$ cat src/inc/cwd_pkg.sv
package cwd_pkg;
  // ----------------------------------------------------------------
  // register map (word indices on the plain register port)
  // ----------------------------------------------------------------
  localparam logic [3:0] ADDR_CONFIG_WORD = 4'h0;
  localparam logic [3:0] ADDR_PART_IDENTITY = 4'h1;
  localparam logic [3:0] ADDR_SILICON_REVISION = 4'h2;
  localparam logic [3:0] ADDR_PIN_LOCK_CTRL = 4'h3;
  localparam logic [3:0] ADDR_PIN_SELECT = 4'h4;
  localparam logic [3:0] ADDR_SLEEP_CTRL = 4'h5;
  localparam logic [3:0] ADDR_UNLOCK_KEY = 4'h6;

  // ----------------------------------------------------------------
  // configuration word fields
  // ----------------------------------------------------------------
  localparam int CFG_W = 24;
  localparam int POS_ONE_WAY = 15;
  localparam int POS_TWO_WIRE_LOC = 14;
  localparam int POS_PLL_LO = 10;
  localparam int POS_RSVD9 = 9;
  localparam int POS_DS_SW_CTRL = 8;
  localparam int POS_DS_WDT_EN = 7;
  localparam int POS_DS_BOR_EN = 6;
  localparam int POS_DS_WDT_CLK = 5;
  localparam int POS_DS_PS_LO = 0;
  localparam logic [7:0] UNIMPL_ONES = 8'hff;
  localparam logic [15:0] CFG_ERASED = 16'hffff;

  // ----------------------------------------------------------------
  // pll codes and postscaler base
  // ----------------------------------------------------------------
  localparam logic [3:0] PLL_OFF = 4'hf;
  localparam logic [3:0] PLL_X8 = 4'he;
  localparam logic [3:0] PLL_X6 = 4'hd;
  localparam logic [3:0] PLL_X4 = 4'hc;
  localparam logic [5:0] PS_BASE_LOG2 = 6'h05;

  // ----------------------------------------------------------------
  // unlock sequence keys and pin-select reset value
  // ----------------------------------------------------------------
  localparam logic [15:0] KEY_FIRST = 16'h0046;
  localparam logic [15:0] KEY_SECOND = 16'h0057;
  localparam logic [15:0] PIN_SEL_RESET = 16'h0000;

  typedef enum logic [1:0] {CWD_PLL_NONE, CWD_PLL_4X, CWD_PLL_6X, CWD_PLL_8X} cwd_pll_t;
  typedef enum {CWD_LOCKED, CWD_KEY1, CWD_OPEN} cwd_unlock_t;
endpackage : cwd_pkg

$ cat src/hdl/cwd_field_decode.sv
`timescale 1ns/1ps
// ------------------------------------------------------------------
// pure decode of the held configuration word into control outputs
// ------------------------------------------------------------------
module cwd_field_decode (
  input wire logic [15:0] cfg_i,
  output cwd_pkg::cwd_pll_t pll_mode_o,
  output logic pll_code_bad_o,
  output logic [5:0] ps_log2_o,
  output logic wdt_clk_low_power_rc_clock_o,
  output logic two_wire_primary_o
);
  // pll decode; reserved codes fall back to pll off and are flagged
  always_comb begin
    pll_code_bad_o = 1'b0;
    unique case (cfg_i[cwd_pkg::POS_PLL_LO +: 4])
      cwd_pkg::PLL_OFF: pll_mode_o = cwd_pkg::CWD_PLL_NONE;
      cwd_pkg::PLL_X8: pll_mode_o = cwd_pkg::CWD_PLL_8X;
      cwd_pkg::PLL_X6: pll_mode_o = cwd_pkg::CWD_PLL_6X;
      cwd_pkg::PLL_X4: pll_mode_o = cwd_pkg::CWD_PLL_4X;
      default: begin
        pll_mode_o = cwd_pkg::CWD_PLL_NONE;
        pll_code_bad_o = 1'b1;
      end
    endcase
  end

  // divide ratio is 2^(code+5): 1:32 up to 1:2^36
  assign ps_log2_o = cwd_pkg::PS_BASE_LOG2 + {1'b0, cfg_i[cwd_pkg::POS_DS_PS_LO +: 5]};
  assign wdt_clk_low_power_rc_clock_o = cfg_i[cwd_pkg::POS_DS_WDT_CLK];
  assign two_wire_primary_o = cfg_i[cwd_pkg::POS_TWO_WIRE_LOC];
endmodule : cwd_field_decode

$ cat src/hdl/cwd_config_bank.sv
`timescale 1ns/1ps
// Function
// one-way option set: pin-map lock sets once after unlock; then pin writes refused
// one-way option clear: lock sets and clears freely, each after unlock sequence
// two-wire bus on primary pins when select bit is 1, else alternate pins
// pll code 1111 off, 1110 8x, 1101 6x, 1100 4x; lower codes reserved
// programmer keeps reserved bit 9 of the configuration word at 1
// deep sleep allowed under request bit only when software control bit is 1
// deep sleep watchdog runs only when its enable bit is 1
// brown-out reset in deep sleep follows its bit; other sleeps keep it
// deep sleep watchdog clock: low-power rc when 1, secondary oscillator when 0
// postscaler code doubles ratio each step, 1:32 at 00000
// upper eight bits of config word and identity read as ones
// identity register read-only: family code high byte, part code low byte
// revision register read-only: 4-bit revision low, higher bits zero
// configuration captured from storage at reset and held until next reset
module cwd_config_bank #(
  parameter logic [7:0] FAMILY_CODE = 8'h5a, // arbitrary value
  parameter logic [7:0] PART_CODE = 8'h3c, // arbitrary value
  parameter logic [3:0] REVISION_CODE = 4'h1 // arbitrary value
) (
  input wire logic mclk_i,
  input wire logic rst_i,
  input wire logic [15:0] nvm_word_i,
  input wire logic [3:0] addr_i,
  input wire logic [23:0] wdata_i,
  input wire logic wr_i,
  input wire logic rd_i,
  output logic [23:0] rdata_o,
  input wire logic sleep_mode_i,
  output logic pin_map_lock_o,
  output logic [15:0] pin_select_o,
  output logic two_wire_primary_o,
  output logic [1:0] pll_multiplier_select_o,
  output logic pll_code_bad_o,
  output logic deep_sleep_active_o,
  output logic deep_sleep_watchdog_run_o,
  output logic deep_sleep_watchdog_clock_select_o,
  output logic [5:0] deep_sleep_watchdog_postscale_o,
  output logic brownout_reset_enable_o
);
  // ----------------------------------------------------------------
  // state
  // ----------------------------------------------------------------
  typedef struct packed {
    logic loaded;
    logic [15:0] cfg;
    cwd_pkg::cwd_unlock_t unlock;
    logic lock;
    logic lock_was_set;
    logic [15:0] pin_sel;
    logic ds_request;
    logic [23:0] rdata;
  } cwd_state_t;

  cwd_state_t st;
  cwd_state_t next_st;

  cwd_pkg::cwd_pll_t pll_mode;
  logic [5:0] ps_log2;
  logic one_way;
  logic lock_write_ok;
  logic pin_write_ok;

  // ----------------------------------------------------------------
  // decode of the held word
  // ----------------------------------------------------------------
  cwd_field_decode u_decode (
    .cfg_i(st.cfg),
    .pll_mode_o(pll_mode),
    .pll_code_bad_o(pll_code_bad_o),
    .ps_log2_o(ps_log2),
    .wdt_clk_low_power_rc_clock_o(deep_sleep_watchdog_clock_select_o),
    .two_wire_primary_o(two_wire_primary_o)
  );

  assign one_way = st.cfg[cwd_pkg::POS_ONE_WAY];
  // a lock change needs an open unlock window; one-way mode forbids any change after set
  assign lock_write_ok = (st.unlock == cwd_pkg::CWD_OPEN) &&
                         !(one_way && st.lock_was_set);
  // pin select writes only while the lock is clear
  assign pin_write_ok = !st.lock;

  // read mux; unimplemented top byte of identity and config reads ones
  function automatic logic [23:0] read_value(input logic [3:0] a, input cwd_state_t s);
    logic [23:0] v;
    v = 24'h000000;
    unique case (a)
      cwd_pkg::ADDR_CONFIG_WORD: v = {cwd_pkg::UNIMPL_ONES, s.cfg};
      cwd_pkg::ADDR_PART_IDENTITY: v = {cwd_pkg::UNIMPL_ONES, FAMILY_CODE, PART_CODE};
      cwd_pkg::ADDR_SILICON_REVISION: v = {20'h00000, REVISION_CODE};
      cwd_pkg::ADDR_PIN_LOCK_CTRL: v = {22'h0, s.lock_was_set, s.lock};
      cwd_pkg::ADDR_PIN_SELECT: v = {8'h00, s.pin_sel};
      cwd_pkg::ADDR_SLEEP_CTRL: v = {23'h0, s.ds_request};
      default: v = 24'h000000;
    endcase
    return v;
  endfunction : read_value

  // ----------------------------------------------------------------
  // next state
  // ----------------------------------------------------------------
  always_comb begin
    next_st = st;
    // capture once after reset; only reset reloads it
    if (!st.loaded) begin
      next_st.cfg = nvm_word_i;
      next_st.loaded = 1'b1;
    end
    // rdata valid only in the cycle after the read strobe
    next_st.rdata = rd_i ? read_value(addr_i, st) : 24'h000000;
    if (wr_i) begin
      // any write other than the next key closes the window
      if (addr_i == cwd_pkg::ADDR_UNLOCK_KEY && wdata_i[15:0] == cwd_pkg::KEY_FIRST) begin
        next_st.unlock = cwd_pkg::CWD_KEY1;
      end else if (addr_i == cwd_pkg::ADDR_UNLOCK_KEY && st.unlock == cwd_pkg::CWD_KEY1 &&
                   wdata_i[15:0] == cwd_pkg::KEY_SECOND) begin
        next_st.unlock = cwd_pkg::CWD_OPEN;
      end else begin
        next_st.unlock = cwd_pkg::CWD_LOCKED;
      end
      unique case (addr_i)
        cwd_pkg::ADDR_PIN_LOCK_CTRL: begin
          if (lock_write_ok) begin
            next_st.lock = wdata_i[0];
            next_st.lock_was_set = st.lock_was_set | wdata_i[0];
          end
        end
        cwd_pkg::ADDR_PIN_SELECT: begin
          if (pin_write_ok) begin
            next_st.pin_sel = wdata_i[15:0];
          end
        end
        cwd_pkg::ADDR_SLEEP_CTRL: next_st.ds_request = wdata_i[0];
        default: begin
        end
      endcase
    end
  end

  // ----------------------------------------------------------------
  // registers; reset reloads the configuration word
  // ----------------------------------------------------------------
  always_ff @(posedge mclk_i) begin
    if (rst_i) begin
      st.loaded <= 1'b0;
      st.cfg <= cwd_pkg::CFG_ERASED;
      st.unlock <= cwd_pkg::CWD_LOCKED;
      st.lock <= 1'b0;
      st.lock_was_set <= 1'b0;
      st.pin_sel <= cwd_pkg::PIN_SEL_RESET;
      st.ds_request <= 1'b0;
      st.rdata <= 24'h000000;
    end else begin
      st <= next_st;
    end
  end

  // ----------------------------------------------------------------
  // outputs
  // ----------------------------------------------------------------
  assign rdata_o = st.rdata;
  assign pin_map_lock_o = st.lock;
  assign pin_select_o = st.pin_sel;
  assign pll_multiplier_select_o = pll_mode;
  assign deep_sleep_watchdog_postscale_o = ps_log2;
  // deep sleep needs the software control bit as well as the request
  assign deep_sleep_active_o = st.cfg[cwd_pkg::POS_DS_SW_CTRL] & st.ds_request;
  assign deep_sleep_watchdog_run_o = st.cfg[cwd_pkg::POS_DS_WDT_EN] & deep_sleep_active_o;
  // brown-out stays on in other sleep modes; deep sleep follows the bit
  assign brownout_reset_enable_o = deep_sleep_active_o ?
                                   st.cfg[cwd_pkg::POS_DS_BOR_EN] : 1'b1;

  // ----------------------------------------------------------------
  // assertions
  // ----------------------------------------------------------------
  a_pin_write_refused: assert property (@(posedge mclk_i) disable iff (rst_i)
    (wr_i && addr_i == cwd_pkg::ADDR_PIN_SELECT && st.lock) |=> $stable(pin_select_o))
    else $error("pin select changed while locked");
  a_one_way_hold: assert property (@(posedge mclk_i) disable iff (rst_i)
    (one_way && st.lock_was_set && st.loaded) |=> $stable(pin_map_lock_o))
    else $error("one-way lock changed after set");
  a_lock_needs_key: assert property (@(posedge mclk_i) disable iff (rst_i)
    (st.unlock != cwd_pkg::CWD_OPEN) |=> $stable(pin_map_lock_o))
    else $error("lock changed without unlock");
  a_pll_x8_decode: assert property (@(posedge mclk_i) disable iff (rst_i)
    (st.cfg[cwd_pkg::POS_PLL_LO +: 4] == cwd_pkg::PLL_X8) |-> pll_mode == cwd_pkg::CWD_PLL_8X)
    else $error("pll 8x decode wrong");
  a_ds_gate: assert property (@(posedge mclk_i) disable iff (rst_i)
    !st.cfg[cwd_pkg::POS_DS_SW_CTRL] |-> !deep_sleep_active_o)
    else $error("deep sleep without control bit");
  a_wdt_gate: assert property (@(posedge mclk_i) disable iff (rst_i)
    !st.cfg[cwd_pkg::POS_DS_WDT_EN] |-> !deep_sleep_watchdog_run_o)
    else $error("watchdog runs while disabled");
  a_bor_other: assert property (@(posedge mclk_i) disable iff (rst_i)
    (sleep_mode_i && !deep_sleep_active_o) |-> brownout_reset_enable_o)
    else $error("brown-out off outside deep sleep");
  a_ps_base: assert property (@(posedge mclk_i) disable iff (rst_i)
    (st.cfg[4:0] == 5'h00) |-> ps_log2 == 6'h05)
    else $error("postscaler base not 1:32");
  a_cfg_ones: assert property (@(posedge mclk_i) disable iff (rst_i)
    (rd_i && addr_i == cwd_pkg::ADDR_CONFIG_WORD) |=> rdata_o[23:16] == 8'hff)
    else $error("config upper byte not ones");
  a_rev_read: assert property (@(posedge mclk_i) disable iff (rst_i)
    (rd_i && addr_i == cwd_pkg::ADDR_SILICON_REVISION) |=> rdata_o == {20'h00000, REVISION_CODE})
    else $error("revision read wrong");
  a_id_read: assert property (@(posedge mclk_i) disable iff (rst_i)
    (rd_i && addr_i == cwd_pkg::ADDR_PART_IDENTITY) |=> rdata_o[15:0] == {FAMILY_CODE, PART_CODE})
    else $error("identity read wrong");
  a_cfg_held: assert property (@(posedge mclk_i) disable iff (rst_i)
    st.loaded |=> $stable(st.cfg))
    else $error("config word changed while running");
  a_cfg_ts_loc: assert property (@(posedge mclk_i) disable iff (rst_i)
    two_wire_primary_o == st.cfg[cwd_pkg::POS_TWO_WIRE_LOC])
    else $error("two-wire location wrong");
  a_clk_sel: assert property (@(posedge mclk_i) disable iff (rst_i)
    deep_sleep_watchdog_clock_select_o == st.cfg[cwd_pkg::POS_DS_WDT_CLK])
    else $error("watchdog clock select wrong");

  // ----------------------------------------------------------------
  // assertions: decode of the held word
  // ----------------------------------------------------------------
  // every legal pll code maps to its own mode, reserved ones are flagged
  a_pll_x6_decode: assert property (@(posedge mclk_i) disable iff (rst_i)
    (st.cfg[cwd_pkg::POS_PLL_LO +: 4] == cwd_pkg::PLL_X6) |-> pll_mode == cwd_pkg::CWD_PLL_6X)
    else $error("pll 6x decode wrong");
  a_pll_x4_decode: assert property (@(posedge mclk_i) disable iff (rst_i)
    (st.cfg[cwd_pkg::POS_PLL_LO +: 4] == cwd_pkg::PLL_X4) |-> pll_mode == cwd_pkg::CWD_PLL_4X)
    else $error("pll 4x decode wrong");
  a_pll_off_decode: assert property (@(posedge mclk_i) disable iff (rst_i)
    (st.cfg[cwd_pkg::POS_PLL_LO +: 4] == cwd_pkg::PLL_OFF) |-> pll_mode == cwd_pkg::CWD_PLL_NONE)
    else $error("pll off decode wrong");
  a_pll_reserved_flag: assert property (@(posedge mclk_i) disable iff (rst_i)
    (st.cfg[cwd_pkg::POS_PLL_LO +: 4] < cwd_pkg::PLL_X4) |->
    (pll_code_bad_o && pll_mode == cwd_pkg::CWD_PLL_NONE))
    else $error("reserved pll code not flagged");
  a_pll_legal_clean: assert property (@(posedge mclk_i) disable iff (rst_i)
    (st.cfg[cwd_pkg::POS_PLL_LO +: 4] >= cwd_pkg::PLL_X4) |-> !pll_code_bad_o)
    else $error("legal pll code flagged");
  // postscaler top end point and a middle step of the doubling ladder
  a_ps_top: assert property (@(posedge mclk_i) disable iff (rst_i)
    (st.cfg[4:0] == 5'h1f) |-> ps_log2 == 6'h24)
    else $error("postscaler top not 1:2^36");
  a_ps_mid: assert property (@(posedge mclk_i) disable iff (rst_i)
    (st.cfg[4:0] == 5'h0a) |-> ps_log2 == 6'h0f)
    else $error("postscaler step wrong");
  a_two_wire_alt: assert property (@(posedge mclk_i) disable iff (rst_i)
    !st.cfg[cwd_pkg::POS_TWO_WIRE_LOC] |-> !two_wire_primary_o)
    else $error("alternate pins not chosen");
  // sleep controls must follow their bits both ways, not only gate off
  a_ds_follows: assert property (@(posedge mclk_i) disable iff (rst_i)
    (st.cfg[cwd_pkg::POS_DS_SW_CTRL] && st.ds_request) |-> deep_sleep_active_o)
    else $error("deep sleep request ignored");
  a_wdt_follows: assert property (@(posedge mclk_i) disable iff (rst_i)
    (deep_sleep_active_o && st.cfg[cwd_pkg::POS_DS_WDT_EN]) |-> deep_sleep_watchdog_run_o)
    else $error("watchdog idle while enabled");
  a_bor_deep: assert property (@(posedge mclk_i) disable iff (rst_i)
    deep_sleep_active_o |-> brownout_reset_enable_o == st.cfg[cwd_pkg::POS_DS_BOR_EN])
    else $error("brown-out in deep sleep wrong");

  // ----------------------------------------------------------------
  // assertions: lock, unlock and register port
  // ----------------------------------------------------------------
  // an allowed lock write must land, or software cannot rely on the lock
  a_lock_free_write: assert property (@(posedge mclk_i) disable iff (rst_i)
    (wr_i && addr_i == cwd_pkg::ADDR_PIN_LOCK_CTRL && st.unlock == cwd_pkg::CWD_OPEN &&
    !one_way) |=> pin_map_lock_o == $past(wdata_i[0]))
    else $error("free lock write lost");
  a_one_way_first: assert property (@(posedge mclk_i) disable iff (rst_i)
    (wr_i && addr_i == cwd_pkg::ADDR_PIN_LOCK_CTRL && st.unlock == cwd_pkg::CWD_OPEN &&
    one_way && !st.lock_was_set) |=> pin_map_lock_o == $past(wdata_i[0]))
    else $error("first one-way lock write lost");
  a_lock_sticky: assert property (@(posedge mclk_i) disable iff (rst_i)
    st.lock |-> st.lock_was_set)
    else $error("lock set without history");
  a_pin_write_open: assert property (@(posedge mclk_i) disable iff (rst_i)
    (wr_i && addr_i == cwd_pkg::ADDR_PIN_SELECT && !st.lock) |=>
    pin_select_o == $past(wdata_i[15:0]))
    else $error("pin select write lost");
  a_key_opens: assert property (@(posedge mclk_i) disable iff (rst_i)
    (wr_i && addr_i == cwd_pkg::ADDR_UNLOCK_KEY && st.unlock == cwd_pkg::CWD_KEY1 &&
    wdata_i[15:0] == cwd_pkg::KEY_SECOND) |=> st.unlock == cwd_pkg::CWD_OPEN)
    else $error("key pair did not open");
  // any other write shuts the window so a stray write cannot ride on it
  a_unlock_close: assert property (@(posedge mclk_i) disable iff (rst_i)
    (wr_i && addr_i != cwd_pkg::ADDR_UNLOCK_KEY) |=> st.unlock == cwd_pkg::CWD_LOCKED)
    else $error("unlock window left open");
  a_id_ones: assert property (@(posedge mclk_i) disable iff (rst_i)
    (rd_i && addr_i == cwd_pkg::ADDR_PART_IDENTITY) |=> rdata_o[23:16] == 8'hff)
    else $error("identity upper byte not ones");
  a_cfg_read_low: assert property (@(posedge mclk_i) disable iff (rst_i)
    (rd_i && addr_i == cwd_pkg::ADDR_CONFIG_WORD) |=> rdata_o[15:0] == $past(st.cfg))
    else $error("config read does not match held word");
  a_rdata_idle: assert property (@(posedge mclk_i) disable iff (rst_i)
    !rd_i |=> rdata_o == 24'h000000)
    else $error("read data outside read cycle");

  c_unlock_open: cover property (@(posedge mclk_i) disable iff (rst_i)
    st.unlock == cwd_pkg::CWD_OPEN);
  c_lock_set: cover property (@(posedge mclk_i) disable iff (rst_i) $rose(pin_map_lock_o));
  c_lock_clear: cover property (@(posedge mclk_i) disable iff (rst_i) $fell(pin_map_lock_o));
  c_deep_sleep: cover property (@(posedge mclk_i) disable iff (rst_i) deep_sleep_active_o);
  c_pin_refused: cover property (@(posedge mclk_i) disable iff (rst_i)
    wr_i && addr_i == cwd_pkg::ADDR_PIN_SELECT && st.lock);
endmodule : cwd_config_bank

$ cat config.mk
export PLATFORM = sky130hd
export DESIGN_NAME = cwd_config_bank
export DESIGN_NICKNAME = d
export VERILOG_FILES = /design/src/inc/cwd_pkg.sv /design/src/hdl/cwd_field_decode.sv /design/src/hdl/cwd_config_bank.sv
export SDC_FILE = /design/constraint.sdc
export NUM_CORES = 1
export LEC_CHECK = 0
export BUFFER_PORTS_ARGS = -buffer_cell sky130_fd_sc_hd__buf_2
export CELL_PAD_IN_SITES_DETAIL_PLACEMENT = 1
export CELL_PAD_IN_SITES_GLOBAL_PLACEMENT = 1
export CORE_MARGIN = 2
export CORE_UTILIZATION = 31
export DETAILED_ROUTE_END_ITERATION = 12
export PLACE_DENSITY = 0.84
export SLEW_MARGIN = 15
export SYNTH_ARGS = -nofsm -noshare
export SYNTH_HDL_FRONTEND = slang
export SYNTH_SLANG_ARGS = --single-unit
$ cat constraint.sdc
create_clock -name mclk_i -period 1.3 [get_ports mclk_i]
set_input_delay 0 -clock mclk_i [delete_from_list [all_inputs] [get_ports mclk_i]]
set_output_delay 0 -clock mclk_i [all_outputs]
set_load 0.005 [all_outputs]
# After elaboration in Yosys (flattened, before gate mapping)
# Cells that the tools add are included.
# word_totals
inputBits	49
elab_cells	46
ff_bits	92
output_inout_bits	55
# classes
eq_ne	14
n_reduce_logical	12
bitwise	5
n_addsub	1
n_mux	6
# op_table
operator	count
$pmux W24 S6	1
$eq A16 B7 Y1 const B	2
$eq A32 B2 Y1 const B	1
$eq A32 B3 Y1 const B	1
$eq A4 B4 Y1 const B	4
$eq A4 B3 Y1 const B	3
$eq A4 B2 Y1 const B	2
$add A3 B5 Y6 const A	1
$pmux W2 S3	1
$reduce_and A3 Y1	2
$logic_and A1 B1 Y1	5
$eq A4 B1 Y1 const B	1
$logic_not A4 Y1	1
$mux W2	2
$reduce_or A4 Y1	1
$and A1 B1 Y1	2
$mux W1	2
$not A1 Y1	2
$reduce_and A2 Y1	1
$reduce_or A2 Y1	1
$logic_not A1 Y1	1
$or A1 B1 Y1	1

# Longest topological paths before layout
# logic_depth
word_depth	5
mapped_depth	6

# Hierarchy
# A second synthesis with hierarchy kept.
# unflattened
hier_cells	296
hier_area_um2	2591.2
# by_module_without_submodules
module	cells_per_inst	instances	seq_area_each_um2	area_each_um2
cwd_config_bank	281	1	1101.1	2488.6
cwd_field_decode	15	1	0.0	102.6

# Worst setup path before layout
# Ideal clock, no wire load.
# synth_path
kind	register -> register
start	reg st[43] in the netlist's numbering
end	reg st (netlist bit pin_map_lock_o)
path_buffers	0
path_stages_with_launch	4
arrival_time_ns	1.222
setup_time_ns	0.119
setup_slack_ns	-0.041
synth_period_minus_slack_ns	1.341
path_cell_list	dfxtp_1 > or4b_1 > a2111o_1 > mux2i_1
# synth_via
elab_chain_cells	3
# synth_lines
item	line_no	rtl
from (decl)	cwd_config_bank.sv:56	cwd_state_t st;
from (signal assigned)	cwd_config_bank.sv:155	st <= next_st;
$eq A32 B3 Y1	cwd_config_bank.sv:79	assign lock_write_ok = (st.unlock == cwd_pkg::CWD_OPEN) &&
$logic_and A1 B1 Y1	cwd_config_bank.sv:79	
$reduce_and A3 Y1 (no line)	n/a	
# Every way passes these cells.
# A chain may end at the register's enable or synchronous reset.

# Worst setup path after layout
# Same ends and word-level chain as after synthesis.

==> results_dict.tcl <==
set metrics [dict create \
    start_kind "flop" \
    final_cell_mix "buf_2 (94), dfxtp_1 (52), dlygate4sd3_1 (33)" \
    irDropWorstVdd_v 0.000515 \
    pin_count 104 \
    switching_power_w 0.000841 \
    finalSetupViolations 2 \
    pre_cts_ws_ns -0.0950 \
    p_clk_share_pct 37.6 \
    final_cells 491 \
    p_sw_share_pct 23.3 \
    n_fill_cell 995 \
    cts_tree "built" \
    drt-total-wl_mm 7.68 \
    synthCells 292 \
    dr.pass1.iters 4 \
    n_antenna_cell 0 \
    core_area_sq_um 8090 \
    synth_top_area_share_pct 43.3 \
    hp-class "input port to flop" \
    ys_types 34 \
    synthesis.nets 342 \
    power_density_nw_per_um2 1040 \
    routedWlPerCell_um 15.6 \
    final_layout_size_suffix_gt1_share_pct 33.9 \
    cts_buffers 5 \
    grt_first_pass_wirelength_mm 12.3 \
    path_buf_inv 0 \
    crit_chain "or4b_1, a2111o_1, mux2i_1" \
    drv_cap 0 \
    slew_viol_final 0 \
    antenna_found_initial 0 \
    die_h_um 94.5 \
    cp.arrival_ns 1.62 \
    synth_area_sq_um 2540 \
    slowest_stage "or4b_1" \
    die_w_um 94.5 \
    fin_crit_sh_pct 109 \
    gr-usage-all-layers_pct 17.5 \
    path_clk_slew_ns 0.11 \
    yosysWarnings 0 \
    avgSynthCellArea_sq_um 8.70 \
    clock_skew_ns 0.0122 \
    rsz0062_at_grt "yes" \
    utilization_pct 42.7 \
    dp.cells 449 \
    critical_path_required_ns 1.51 \
    final_nets 435 \
    rows 33 \
    syn_to_final_growth_pct 35.9 \
    multi_input_area_sq_um 1080 \
    end_kind "flop" \
    remaining_drc_errors 0 \
    ys_seq_area_share_pct 43.3 \
    ant_nets 0 \
    fin_hold_ws_ns -0.00123 \
    htree_levels 2 \
    clock_sinks 55 \
    yosys_most_used_dff "dfxtp_1" \
    dp.final_hpwl_mm 5.53 \
    slowest_delay_ns 0.50 \
    setup_tns_ns -0.192 \
    drtIter0Drc 60 \
    clockBufferDepth 2 \
    p_int_w 0.00277 \
    vias_per_cell 4.74 \
    grt_overflow 0 \
    status "finished, violations left" \
    crit_family "simple AND/OR/NAND/NOR gates" \
    path_max_fanout 3 \
    yosysTopAreaCell "dfxtp_1" \
    hold_viol_final 1 \
    vias 2329 \
    start_util_pct 31.4 \
    cts_root_buffer "clkbuf_8" \
    grt_max_degree 28 \
    synth_edf_count 0 \
    worstMarginPinSlew_ns 0.321 \
    worst_slack_ns -0.112 \
    gp_congestion 0.862 \
    ys_async_sr_fraction_pct 0 \
    synthTopCellsByArea "dfxtp_1 (43%), buf_4 (12%), mux2i_1 (7.1%)" \
    critical_path_class "flop to flop" \
    p_leak_nw 1.53 \
    seq_area_sq_um 1110 \
    combPwrFrac_pct 13.4 \
    io_buffer_count 94 \
    seqPwrFrac_pct 49.0 \
    violations "negative hold slack, negative setup slack" \
    final_common_cell "buf_2" \
    dpl_cell_area_sq_um 2940 \
    fmax_mhz 708 \
    final.min_clock_period_ns 1.41 \
    design_area_sq_um 3450 \
    clock_latency_ns 0.30 \
    grt_pass1_vias 2432 \
    dieArea_sq_um 8930 \
    relSlewSlack_pct 78.5 \
    ys_ff_latch 55 \
]
## worst paths after layout
check | startpoint | end | slack, ns | cells after the start
worst min register to register | st[84]$_SDFFE_PP1N_ | st[84]$_SDFFE_PP1N_ | 0.48 | 2
worst max-delay path | st[43]$_SDFFE_PP0P_ | pin_map_lock_o$_SDFFE_PP0P_ | -0.11 | 3
worst max register to register | st[43]$_SDFFE_PP0P_ | pin_map_lock_o$_SDFFE_PP0P_ | -0.11 | 3
worst min-delay path | wdata_i[4] | pin_select_o[4]$_SDFFE_PP0P_ | -0.001 | 3
## cells by family after synthesis
family / count (synthesis) / share of synthesized area [%]
compound gates: 67 / 14.8
simple gates: 85 / 17.1
mux: 18 / 7.09
xor+xnor: 4 / 1.38
fa+ha+maj: 1 / 0.493
flops: 55 / 43.3
buf+inv: 62 / 15.8
## power by group through the flow
stage               sequential (W)  combinational (W)  clock (W)
global route               0.00178           0.000531    0.00147
floorplan                  0.00179           0.000206          0
detailed placement         0.00181           0.000395          0
CTS                        0.00177           0.000480    0.00141
global placement           0.00180           0.000380          0
finish                     0.00177           0.000482    0.00136
## cell usage after synthesis (3+ instances only)
cell and instances:
xnor2_1 4, nand2b_1 3, nor2_1 12, nor4b_1 3, a22oi_1 7, clkbuf_1 10
a21oi_1 28, dfxtp_1 55, mux2i_1 18, nand2_1 31, nor2b_1 3, inv_1 3
buf_2 7, buf_4 40, o21ai_0 27, nand3_1 20
## sequential cells by signal (all words and copies together), names as in the netlist
| name | cells |
|---|---|
| one_way | 1 |
| pin_select_o | 16 |
| st | 20 |
| pin_map_lock_o | 1 |
| rdata_o | 17 |
## routing by layer
metal / routed length (um) / GRT usage, %
met5: 0 / 0
met4: 56 / 3.14
met1: 3300 / 20.6
met2: 4080 / 33.6
met3: 245 / 2.79
## cell type report
| class | instances | share of cell area [%] |
|---|---|---|
| flip-flops and latches | 55 | 32.1 |
| inverters | 3 | 0.326 |
| well taps | 105 | 3.81 |
| multi-input cells | 175 | 31.2 |
| clock buffers | 5 | 1.99 |
| clock inverters | 3 | 2.07 |
| repair buffers | 145 | 28.6 |
## timing repair
action                                  in CTS  in global routing
hold endpoints to repair                    33                  0
buffers inserted                             1                  0
endpoints found under the setup margin       3                  6
hold buffers                                33                  0
gates resized for setup                      6                  5
pin swaps                                    2                  1
## worst reg2reg max path, delay by kind of cell (launching register included)
kind / cells / cell delay [ns]
compound gates: 1 / 0.34
flops: 1 / 0.34
mux: 1 / 0.13
simple gates: 1 / 0.50
## stage by stage
step	hold WS (ns)	total power [W]
2_1_floorplan	0.125	0.00200
3_3_place_gp	0.212	0.00218
3_5_place_dp	0.220	0.00220
4_1_cts	0.00102	0.00365
5_1_grt	0.00707	0.00378
6_report	-0.00123	0.00361
(Power assumes the default switching activity.)
